## config.mk

```make
export PLATFORM = sky130hd
export DESIGN_NAME = epo_energy_pulse_output
export DESIGN_NICKNAME = d
export VERILOG_FILES = /design/src/rtl/epo_pkg.sv /design/src/rtl/epo_energy_pulse_output.sv
export SDC_FILE = /design/constraint.sdc
export NUM_CORES = 2
export LEC_CHECK = 0
export ABC_AREA = 1
export BUFFER_PORTS_ARGS = -buffer_cell sky130_fd_sc_hd__buf_2
export CAP_MARGIN = 20
export CORE_MARGIN = 2
export CORE_UTILIZATION = 45
export CTS_CLUSTER_SIZE = 16
export DETAILED_ROUTE_END_ITERATION = 10
export PLACE_DENSITY_LB_ADDON = 0.1
export SLEW_MARGIN = 20
export SYNTH_ARGS = -nofsm -noshare
export SYNTH_HDL_FRONTEND = slang
export SYNTH_SLANG_ARGS = --single-unit
```

## constraint.sdc

```tcl
create_clock -name clk_in -period 14.2 [get_ports clk_in]
set_clock_uncertainty 0.2 [all_clocks]
set_input_delay 0 -clock clk_in [delete_from_list [all_inputs] [get_ports clk_in]]
set_output_delay 0 -clock clk_in [all_outputs]
set_load 0.02 [all_outputs]
```

## src/rtl/epo_pkg.sv

```systemverilog
package epo_pkg;
    // clock and time base
    localparam int CLK_MHZ = 125;
    localparam int WD_PULSE_US = 16000;
    localparam int WD_PERIOD_US = 1600000;
    localparam int STEP_SHORT_US = 31250;
    localparam int STEP_LONG_US = 156250;
    localparam int WD_PULSE_CYC = WD_PULSE_US * CLK_MHZ;
    localparam int WD_PERIOD_CYC = WD_PERIOD_US * CLK_MHZ;
    localparam int STEP_SHORT_CYC = STEP_SHORT_US * CLK_MHZ;
    localparam int STEP_LONG_CYC = STEP_LONG_US * CLK_MHZ;
    localparam int WD_CNT_W = 28;
    localparam int STEP_CNT_W = 25;

    // energy path
    localparam int POWER_W = 8;
    localparam int ACC_W = 20;
    localparam logic signed [19:0] THR_FULL = 20'sh00400;
    localparam logic signed [19:0] THR_HALF = 20'sh00200;
    localparam logic [2:0] TOPO_DOUBLE = 3'h3;

    // negative power modes
    localparam logic [1:0] NEG_FERRARIS = 2'h0;
    localparam logic [1:0] NEG_ABS = 2'h1;
    localparam logic [1:0] NEG_FERR_PHASE = 2'h2;
    localparam logic [1:0] NEG_SIGNED = 2'h3;

    localparam logic [1:0] MODE_PERIPH = 2'h0;

    // stepper divisor, index [pulse_length_select][output_rate_select]
    localparam logic [11:0] CM_DIV [2][4] = '{
        '{12'h040, 12'h080, 12'h020, 12'h100},
        '{12'h280, 12'h500, 12'h140, 12'ha00}};

    typedef enum logic [2:0] {
        WD_HOLD = 3'b001,
        WD_COUNT = 3'b010,
        WD_PULSE = 3'b100
    } epo_wd_t;
endpackage

```

## src/rtl/epo_energy_pulse_output.sv

```systemverilog
`timescale 1ns/1ps
// How it works
// - active, reactive, fundamental powers integrate into 20-bit accumulators; sign mode applies to active ones only, reactive always signed
// - each accumulator emits pulses at energy rate; any one reaches the pulse pin
// - wideband active energy: one pulse per 2^10 LSB, any topology
// - other energies: 2^10 LSB per pulse, 2^9 for topology 3
// - integration of averaged power keeps pulse rate free of line ripple
// - pulse pin delivers calibrated meter constant pulses per kWh
// - upper mode bit zero means serial pins serve host access only
// - mode 0: positive motor pin carries zero crossing
// - mode 0: negative motor pin carries 16 ms watchdog pulse every 1.6 s
// - watchdog output high while supply low, runs once supply recovers
// - each latch request while counting restarts watchdog, none during its pulse; 1.6 s silence gives a pulse
// - modes 0 and 1: length and fundamental selects choose energy on pulse pin
// - mode 0: rate select picks three-phase sum or phase R, S, T
// - mode 1: motor pins drive stepper from three-phase active energy
// - mode 1: pulse pin shows three-phase energy, rate select ignored
// - stepper pulse 31.25 or 156.25 ms, alternating between coils
// - no-load holds both motor pins low in stepper modes (not mode 0), integration suspended
// - negative mode: signed Ferraris, absolute, per-phase Ferraris, signed
module epo_energy_pulse_output
    import epo_pkg::*;
#(
    parameter int unsigned WD_PULSE_CYCLES = WD_PULSE_CYC,
    parameter int unsigned WD_PERIOD_CYCLES = WD_PERIOD_CYC,
    parameter int unsigned STEP_SHORT_CYCLES = STEP_SHORT_CYC,
    parameter int unsigned STEP_LONG_CYCLES = STEP_LONG_CYC
) (
    input wire logic clk_in,
    input wire logic reset_n_in,
    input wire logic [1:0] application_mode_select_in,
    input wire logic [1:0] output_rate_select_in,
    input wire logic pulse_length_select_in,
    input wire logic harmonic_only_select_in,
    input wire logic [1:0] negative_power_mode_in,
    input wire logic [2:0] network_topology_in,
    input wire logic power_valid_in,
    input wire logic [2:0][7:0] active_power_in,
    input wire logic [2:0][7:0] fund_active_power_in,
    input wire logic [2:0][7:0] reactive_power_in,
    input wire logic [2:0][7:0] fund_reactive_power_in,
    input wire logic no_load_flag_in,
    input wire logic zero_crossing_signal_in,
    input wire logic latch_strobe_pin_in,
    input wire logic supply_low_in,
    output logic energy_pulse_out,
    output logic motor_out_pos_out,
    output logic motor_out_neg_out,
    output logic serial_comm_only_out
);
    logic rst_meta, rst_n;
    always_ff @(posedge clk_in or negedge reset_n_in) begin
        if (!reset_n_in) begin
            rst_meta <= 1'b0;
            rst_n <= 1'b0;
        end else begin
            rst_meta <= 1'b1;
            rst_n <= rst_meta;
        end
    end

    // pins: latch, zero crossing, supply monitor
    logic [2:0] sync1, sync2;
    logic latch_prev;
    always_ff @(posedge clk_in or negedge rst_n) begin
        if (!rst_n) begin
            sync1 <= 3'h0;
            sync2 <= 3'h0;
            latch_prev <= 1'b0;
        end else begin
            sync1 <= {supply_low_in, zero_crossing_signal_in, latch_strobe_pin_in};
            sync2 <= sync1;
            latch_prev <= sync2[0];
        end
    end
    logic latch_rise, zcr_sync, supply_low;
    assign latch_rise = sync2[0] & ~latch_prev;
    assign zcr_sync = sync2[1];
    assign supply_low = sync2[2];

    function automatic logic signed [19:0] phase_term(input logic [7:0] p,
            input logic active, input logic [1:0] mode);
        logic signed [19:0] x;
        x = {{12{p[7]}}, p};
        if (active && mode == NEG_ABS && x < 0)
            x = -x;
        if (active && mode == NEG_FERR_PHASE && x < 0)
            x = 20'sh0;
        return x;
    endfunction

    // accumulators: index {energy, source}, energy P F Q R, source sum R S T
    logic signed [19:0] acc [16];
    logic signed [19:0] next_acc [16];
    logic [15:0] pulse_q, next_pulse;
    logic p_neg, next_p_neg;
    logic [7:0] pw [4][3];
    logic integrate;
    assign integrate = power_valid_in & ~no_load_flag_in;

    always_comb begin
        logic signed [19:0] val, thr, na;
        logic active;
        int e, s;
        val = 20'sh0;
        thr = THR_FULL;
        na = 20'sh0;
        active = 1'b0;
        e = 0;
        s = 0;
        for (int k = 0; k < 3; k++) begin
            pw[0][k] = active_power_in[k];
            pw[1][k] = fund_active_power_in[k];
            pw[2][k] = reactive_power_in[k];
            pw[3][k] = fund_reactive_power_in[k];
        end
        next_p_neg = p_neg;
        for (int i = 0; i < 16; i++) begin
            e = i / 4;
            s = i % 4;
            active = (e < 2);
            if (s == 0)
                val = phase_term(pw[e][0], active, negative_power_mode_in)
                    + phase_term(pw[e][1], active, negative_power_mode_in)
                    + phase_term(pw[e][2], active, negative_power_mode_in);
            else
                val = phase_term(pw[e][s-1], active, negative_power_mode_in);
            if (i == 0 && integrate)
                next_p_neg = (val < 0);
            thr = (e != 0 && network_topology_in == TOPO_DOUBLE) ? THR_HALF : THR_FULL;
            na = acc[i] + (integrate ? val : 20'sh0);
            next_pulse[i] = 1'b0;
            // one pulse per meter constant quantum
            if (na >= thr) begin
                na = na - thr;
                next_pulse[i] = 1'b1;
            end else if (na <= -thr) begin
                // ferraris modes stall instead of counting back
                if (e >= 2 || negative_power_mode_in == NEG_SIGNED) begin
                    na = na + thr;
                    next_pulse[i] = 1'b1;
                end else begin
                    na = -thr;
                end
            end
            next_acc[i] = na;
        end
    end

    always_ff @(posedge clk_in or negedge rst_n) begin
        if (!rst_n) begin
            for (int i = 0; i < 16; i++)
                acc[i] <= 20'sh0;
            pulse_q <= 16'h0;
            p_neg <= 1'b0;
        end else begin
            for (int i = 0; i < 16; i++)
                acc[i] <= next_acc[i];
            pulse_q <= next_pulse;
            p_neg <= next_p_neg;
        end
    end

    // pulse pin source
    logic [3:0] sel_idx;
    logic periph;
    assign periph = (application_mode_select_in == MODE_PERIPH);
    // energy from selects below mode 2, phase only in mode 0
    assign sel_idx = {application_mode_select_in[1] ? 2'h0
        : {pulse_length_select_in, harmonic_only_select_in},
        periph ? output_rate_select_in : 2'h0};

    // watchdog
    epo_wd_t wd_state, next_wd_state;
    logic [27:0] wd_cnt, next_wd_cnt;
    always_comb begin
        next_wd_state = wd_state;
        next_wd_cnt = wd_cnt + 28'h1;
        unique case (wd_state)
            WD_HOLD: begin
                next_wd_cnt = 28'h0;
                next_wd_state = WD_COUNT;
            end
            WD_COUNT: begin
                if (latch_rise) begin
                    next_wd_cnt = 28'h0;
                end else if (wd_cnt >= 28'(WD_PERIOD_CYCLES - 1)) begin
                    next_wd_cnt = 28'h0;
                    next_wd_state = WD_PULSE;
                end
            end
            WD_PULSE: begin
                if (wd_cnt >= 28'(WD_PULSE_CYCLES - 1)) begin
                    next_wd_cnt = 28'h0;
                    next_wd_state = WD_COUNT;
                end
            end
            default: begin
                next_wd_cnt = 28'h0;
                next_wd_state = WD_HOLD;
            end
        endcase
        if (supply_low) begin
            next_wd_cnt = 28'h0;
            next_wd_state = WD_HOLD;
        end
    end

    // stepper: divider, mono-flop, coil decoder
    logic [11:0] step_div, next_step_div;
    logic [24:0] step_cnt, next_step_cnt;
    logic step_on, next_step_on, coil, next_coil;
    always_comb begin
        next_step_div = step_div;
        next_step_cnt = step_cnt;
        next_step_on = step_on;
        next_coil = coil;
        if (step_on) begin
            next_step_cnt = step_cnt + 25'h1;
            if (step_cnt >= 25'(pulse_length_select_in ? STEP_LONG_CYCLES - 1
                    : STEP_SHORT_CYCLES - 1))
                next_step_on = 1'b0;
        end
        if (!periph && pulse_q[0]) begin
            if (step_div >= CM_DIV[pulse_length_select_in][output_rate_select_in] - 12'h1) begin
                next_step_div = 12'h0;
                // a retrigger inside a running pulse is dropped
                if (!step_on) begin
                    next_step_on = 1'b1;
                    next_step_cnt = 25'h0;
                    next_coil = ~coil;
                end
            end else begin
                next_step_div = step_div + 12'h1;
            end
        end
    end

    logic next_pos, next_neg, step_hold;
    always_comb begin
        // no-load or negative ferraris sum stops the motor
        step_hold = no_load_flag_in | (negative_power_mode_in == NEG_FERRARIS & p_neg);
        if (periph) begin
            // zero crossing and watchdog on motor pins
            next_pos = zcr_sync;
            next_neg = (next_wd_state != WD_COUNT);
        end else begin
            next_pos = step_on & coil & ~step_hold;
            next_neg = step_on & ~coil & ~step_hold;
        end
    end

    always_ff @(posedge clk_in or negedge rst_n) begin
        if (!rst_n) begin
            wd_state <= WD_HOLD;
            wd_cnt <= 28'h0;
            step_div <= 12'h0;
            step_cnt <= 25'h0;
            step_on <= 1'b0;
            coil <= 1'b0;
            energy_pulse_out <= 1'b0;
            motor_out_pos_out <= 1'b0;
            motor_out_neg_out <= 1'b1;
            serial_comm_only_out <= 1'b1;
        end else begin
            wd_state <= next_wd_state;
            wd_cnt <= next_wd_cnt;
            step_div <= next_step_div;
            step_cnt <= next_step_cnt;
            step_on <= next_step_on;
            coil <= next_coil;
            energy_pulse_out <= pulse_q[sel_idx];
            motor_out_pos_out <= next_pos;
            motor_out_neg_out <= next_neg;
            // serial pins for host access only
            serial_comm_only_out <= ~application_mode_select_in[1];
        end
    end

    supply_hold_a: assert property (@(posedge clk_in) disable iff (!rst_n)
        supply_low && periph ##1 periph |-> motor_out_neg_out)
        else $error("watchdog not high at low supply");
    wd_restart_a: assert property (@(posedge clk_in) disable iff (!rst_n)
        wd_state == WD_COUNT && latch_rise && !supply_low |=> wd_cnt == 28'h0)
        else $error("latch did not restart watchdog");
    wd_width_a: assert property (@(posedge clk_in) disable iff (!rst_n)
        wd_state == WD_PULSE |-> wd_cnt < 28'(WD_PULSE_CYCLES))
        else $error("watchdog pulse too long");
    wd_period_a: assert property (@(posedge clk_in) disable iff (!rst_n)
        wd_state == WD_COUNT |-> wd_cnt < 28'(WD_PERIOD_CYCLES))
        else $error("watchdog interval overrun");
    zcr_route_a: assert property (@(posedge clk_in) disable iff (!rst_n)
        periph |=> motor_out_pos_out == $past(zcr_sync))
        else $error("zero crossing not on positive motor pin");
    no_load_low_a: assert property (@(posedge clk_in) disable iff (!rst_n)
        !periph && no_load_flag_in |=> !motor_out_pos_out && !motor_out_neg_out)
        else $error("motor pins driven at no load");
    coil_swap_a: assert property (@(posedge clk_in) disable iff (!rst_n)
        $rose(step_on) |-> coil != $past(coil))
        else $error("stepper coils did not alternate");
    acc_bound_a: assert property (@(posedge clk_in) disable iff (!rst_n)
        acc[0] < THR_FULL && acc[0] >= -THR_FULL)
        else $error("active accumulator out of range");
    led_route_a: assert property (@(posedge clk_in) disable iff (!rst_n)
        application_mode_select_in == 2'h1 |=> energy_pulse_out
            == $past(pulse_q[{pulse_length_select_in, harmonic_only_select_in, 2'h0}]))
        else $error("pulse pin not on three-phase energy");
endmodule

```

Word level (Yosys, flattened, before mapping)
Cells that the tools add are included.
{ "word_totals": {"ff_bits": 420, "output_inout_bits": 4, "word_cells": 328} }
{ "classes": {"bitwise": 16, "n_eq_ne": 8, "n_reduce_logical": 17, "n_lt_le_gt_ge": 52, "n_addsub": 67, "mux": 135} }
{ "op_table": {"columns": ["cell", "count"], "rows": [
  ["two-way mux 20 bit", 68],
  ["adder 20 bit", 31],
  ["less-or-equal comparator 20 bit", 12],
  [">= comparator 20 bit", 11],
  ["subtractor 20 bit", 11],
  ["less-than comparator 20 x 1 -> 1 bit (second input constant)", 7],
  ["two-way mux 25 bit", 5],
  ["negator 8 -> 20 bit", 6],
  ["two-way mux 28 bit", 4],
  ["two-way mux 48 bit", 2],
  ["adder 20 x 12 -> 20 bit (second input constant)", 4],
  [">= comparator 20 x 12 -> 1 bit (second input constant)", 4],
  ["less-or-equal comparator 20 x 11 -> 1 bit (second input constant)", 4],
  ["subtractor 20 x 12 -> 20 bit (second input constant)", 4],
  ["one-hot mux 28 bit (2 select lines)", 1],
  ["less-than comparator 8 x 1 -> 1 bit (second input constant)", 6],
  ["two-way mux 46 bit", 1],
  ["two-way mux 1 bit", 41],
  ["two-way mux 12 bit", 3],
  ["adder 28 x 1 -> 28 bit (second input constant)", 1],
  [">= comparator 28 x 21 -> 1 bit (second input constant)", 1],
  [">= comparator 28 bit (second input constant)", 1],
  ["adder 25 x 1 -> 25 bit (second input constant)", 1],
  [">= comparator 25 bit", 1],
  ["other kinds (33)", 65]
]} }

Longest topological paths before layout
{ "depth": {"ltp_word": 14, "depth_mapped": 41} }

Worst setup path after synthesis
No wires, ideal clock.
{ "synth_path": {"path_type": "input to register", "from": "in network_topology_in[2]", "to": "reg acc[132] (netlist bit)", "cell_stages": 18, "arrival_ns": 8.538, "path_slack_ns": 5.346, "required_ns": 13.883, "path_cell_list": "nor3_1 -> inv_1 -> ha_1 -> nand3_1 -> nor2_1 -> nand3_1 -> nor2_1 -> nand3_1 -> nor2_1 -> nand3b_1 -> nand2_1 -> nand2_1 -> nand2_2 -> nand2_1 -> nand2_1 -> nand2_1 -> nand2_1 -> nand2_1"} }
{ "synth_lines": {"columns": ["item", "line", "source"], "rows": [
  ["start, declared", "epo_energy_pulse_output.sv:36", "input wire logic [2:0] network_topology_in,"],
  ["end signal, assigned by index", "epo_energy_pulse_output.sv:158", "acc[i] <= next_acc[i];"],
  ["end, declared", "epo_energy_pulse_output.sv:93", "logic signed [19:0] acc [16];"]
]} }

==> flow_summary_export.csv <==
group,metric,value,unit
synthesis,async_reset_ff_frac,1.00,
worst_setup_path,critical_path_class,"in2reg",
synthesis,seq_area_frac_synth,0.206,
worst_setup_path,end_kind,"register",
worst_setup_path,worstPathArrival,7380,ps
worst_setup_path,rr_startpoint,"acc[202]$_DFF_PN0_",
floorplanning,die_x,341,microns
synthesis,syn_area,51000,sq um
sta,hold_violations,0,
synthesis,synth.net_count,8933,
sta,fin_setup_tns,0,ps
floorplanning,start_util,0.453,
worst_setup_path,critPathRequiredTime,14620,ps
cells_and_area,final_common_cell,"nand2_1",
worst_setup_path,slowest_stage,"dlygate4sd3_1",
pwr,max-vdd-ir-drop,0.122,mV
synthesis,syn_inst,8281,
cells_and_area,final_cell_count_no_fill,10046,
placement,dp_hpwl,116,mm
route,drt_pre_antenna_iters,6,
cts,clk_latency,690,ps
route,vias_per_cell,5.15,
placement,io_buffers,117,
worst_setup_path,worstSetupStartpointType,"primary input",
synthesis,synth-edff-count,0,
synthesis,synth.distinct_cells,65,
route,drtIter0Drc,3331,
min_path,worstHoldPathCells,7,
sta,slew_violations,0,
min_path,hold_start,"fund_reactive_power_in[15]",
sta,fin_crit,6960,ps
global_routing,first_global_vias,49352,
sta,slew_headroom,0.363,
placement,dpl_cell_area,53300,sq um
synthesis,synth_top_area_share,0.205,
cells_and_area,drive_gt1_frac,0.0483,
worst_setup_path,ff2ff_path_depth,22,
floorplanning,pin_count,118,
cts,hold_buffers,87,
route,wl_per_cell,14.6,microns
pwr,power.leakage,31.1,nW
synthesis,synth_flop_cell,"dfrtp_1",
cells_and_area,finish.instance_area,56200,sq um
cts,clock-root-buffer,"clkbuf_16",
route,drc,0,
cts,post-cts-setup-buffers,0,
sta,fmax,144,MHz
cts,htree_num_levels,2,
sta,rsz0062_at_grt,"no",
floorplanning,rows,123,
pwr,p_per_area,196,nW/um^2
placement,place_congestion,0.937,
floorplanning,die_h,341,microns
synthesis,synthTopCellsByArea,"dfrtp_1 20%, nand2_1 20%, ha_1 11%, inv_1 9.0%, nor2_1 7.0%",
cts,numClockSinks,420,
cts,cts_resized,0,
min_path,min_to,"acc[39]$_DFF_PN0_",
cells_and_area,syn2layout_area_growth,10.3,%
min_path,hold_path_class,"in2reg",
synthesis,netlist.top_cell.by_area,"dfrtp_1",
worst_setup_path,r2r_setup_slack,9800,ps
job,maxCapViolCount,0,
run_status,run_status,"finished clean",
global_routing,grt-ovfl-total,0,
synthesis,syn_area_per_cell,6.16,sq um
cts,clk_pin_slew,60,ps
global_routing,grtUsageTotal,0.250,
cells_and_area,nNetsFinal,9152,
floorplanning,fp.coreArea,112000,sq um
placement,dpl.cell_count,9852,
cells_and_area,finish.utilization,0.500,
synthesis,ys_seq_elements,420,
route,via_count,51783,
pwr,finalPower,11.0,mW
synthesis,synth_warnings,0,
cts,cts_buffer_depth,3,
cells_and_area,final_cell_mix,"2693 x nand2_1, 1222 x inv_1, 957 x nor2_1, 670 x nand3_1, 452 x ha_1",
worst_setup_path,regToRegEndpoint,"acc[204]$_DFF_PN0_",
global_routing,antenna_found_initial,1,
route,ant_nets,0,
worst_setup_path,cp_slowest_stage_delay,530,ps
route,wl,147,mm
cells_and_area,fillers,11705,
worst_setup_path,crit_top_cell,"nand2_1",
cts,cts_made_buffers,59,
cts,cts_tree,"built",
floorplanning,die_area,116000,sq um
worst_setup_path,critPathMaxFanout,35,
sta,setup-violations-final,0,
global_routing,grt_max_degree,149,
sta,worst_pin_slew,953,ps
global_routing,grt_pass1_wl,244,mm
sta,period_share,0.490,
==> report_power, final <==
part	internal (mW)	switching [mW]	leakage (nW)	total, mW
clock	0.958	0.633	1.00	1.59
combinational	2.39	5.03	24.9	7.42
sequential	1.73	0.253	5.16	1.99
total	5.09	5.91	31.1	11.0
==> critical path: cells and delay by family <==
kind                       cells  cell delay (ps)
and+or+nand+nor               24             4020
AOI/OAI and AO/OA              5              870
xor gates and xnor gates       1              140
buffers and inverters          6             1040
adders and majority gates      3             1260
==> final cells by class <==
type / count / area (sq um) / area share
diodes: 1 / 2.50 / 0.0000445
clock buffers: 84 / 1700 / 0.0302
multi-input cells: 6555 / 35500 / 0.632
well taps: 1500 / 1880 / 0.0334
flip-flops and latches: 420 / 10500 / 0.187
clock inverters: 22 / 359 / 0.00638
repair buffers: 220 / 1590 / 0.0282
inverters: 1244 / 4670 / 0.0830
==> per-stage QoR <==
stage	worst slack, ps	hold WS, ps
global route	6430	79.5
global placement	7380	-415
floorplan	1430	-496
finish	7240	33.5
CTS	7370	2.15
detailed placement	7190	-412
==> kinds of logic after synthesis <==
kind of cell | after synthesis | share of synthesized area
other | 1 | 0.0000735
AOI/OAI and AO/OA | 745 | 0.0795
adders and majority gates | 538 | 0.145
buffers and inverters | 1306 | 0.0976
xor gates and xnor gates | 361 | 0.0635
DFF | 420 | 0.206
and+or+nand+nor | 4910 | 0.409
==> per-layer routing <==
layer | up-vias | global-route usage | share of wire
met3 | 208 | 0.0256 | 0.043
met1 | 23714 | 0.348 | 0.48
li1 | 26808 | - | -
met2 | 1051 | 0.418 | 0.46
met5 | - | 0 | 0.000048
met4 | 2 | 0.0557 | 0.020
==> cell usage after synthesis, drive strengths merged (2+ instances only) <==
| cell type | instances |
|---|---|
| a211oi | 2 |
| a21boi | 14 |
| a21o | 9 |
| a21oi | 379 |
| a31oi | 12 |
| and2 | 14 |
| and3 | 4 |
| buf | 20 |
| clkbuf | 42 |
| clkinv | 9 |
| dfrtp | 417 |
| dfstp | 3 |
| fa | 86 |
| ha | 452 |
| inv | 1235 |
| nand2 | 2771 |
| nand3 | 686 |
| nand3b | 60 |
| nand4 | 176 |
| nor2 | 984 |
| nor3 | 156 |
| nor3b | 11 |
| nor4 | 19 |
| o2111ai | 3 |
| o211ai | 26 |
| o21a | 7 |
| o21ai | 244 |
| o21bai | 29 |
| o31ai | 12 |
| o32ai | 2 |
| or2 | 27 |
| xnor2 | 83 |
| xor2 | 278 |
==> sequential cells by signal (all words and copies together), names as in the netlist, 3 cells and up <==
register and cells:
wd_cnt 28, step_div 12, pulse_q 16, step_cnt 25
acc 320, wd_state 3, sync1 3, sync2 3
==> worst max path at each step <==
stage | from | end | slack (ps) | cells past startpoint
final | negative_power_mode_in[1] | acc[238]$_DFF_PN0_ | 7240 | 39
after global routing | negative_power_mode_in[1] | acc[238]$_DFF_PN0_ | 6430 | 39
after CTS | negative_power_mode_in[1] | acc[238]$_DFF_PN0_ | 7370 | 39
after detailed placement | negative_power_mode_in[1] | acc[229]$_DFF_PN0_ | 7190 | 37
after global placement | negative_power_mode_in[1] | acc[232]$_DFF_PN0_ | 7380 | 35
after floorplan | rst_n$_DFF_PN0_ | acc[0]$_DFF_PN0_ | 1430 | 0
(Power assumes the default switching activity.)
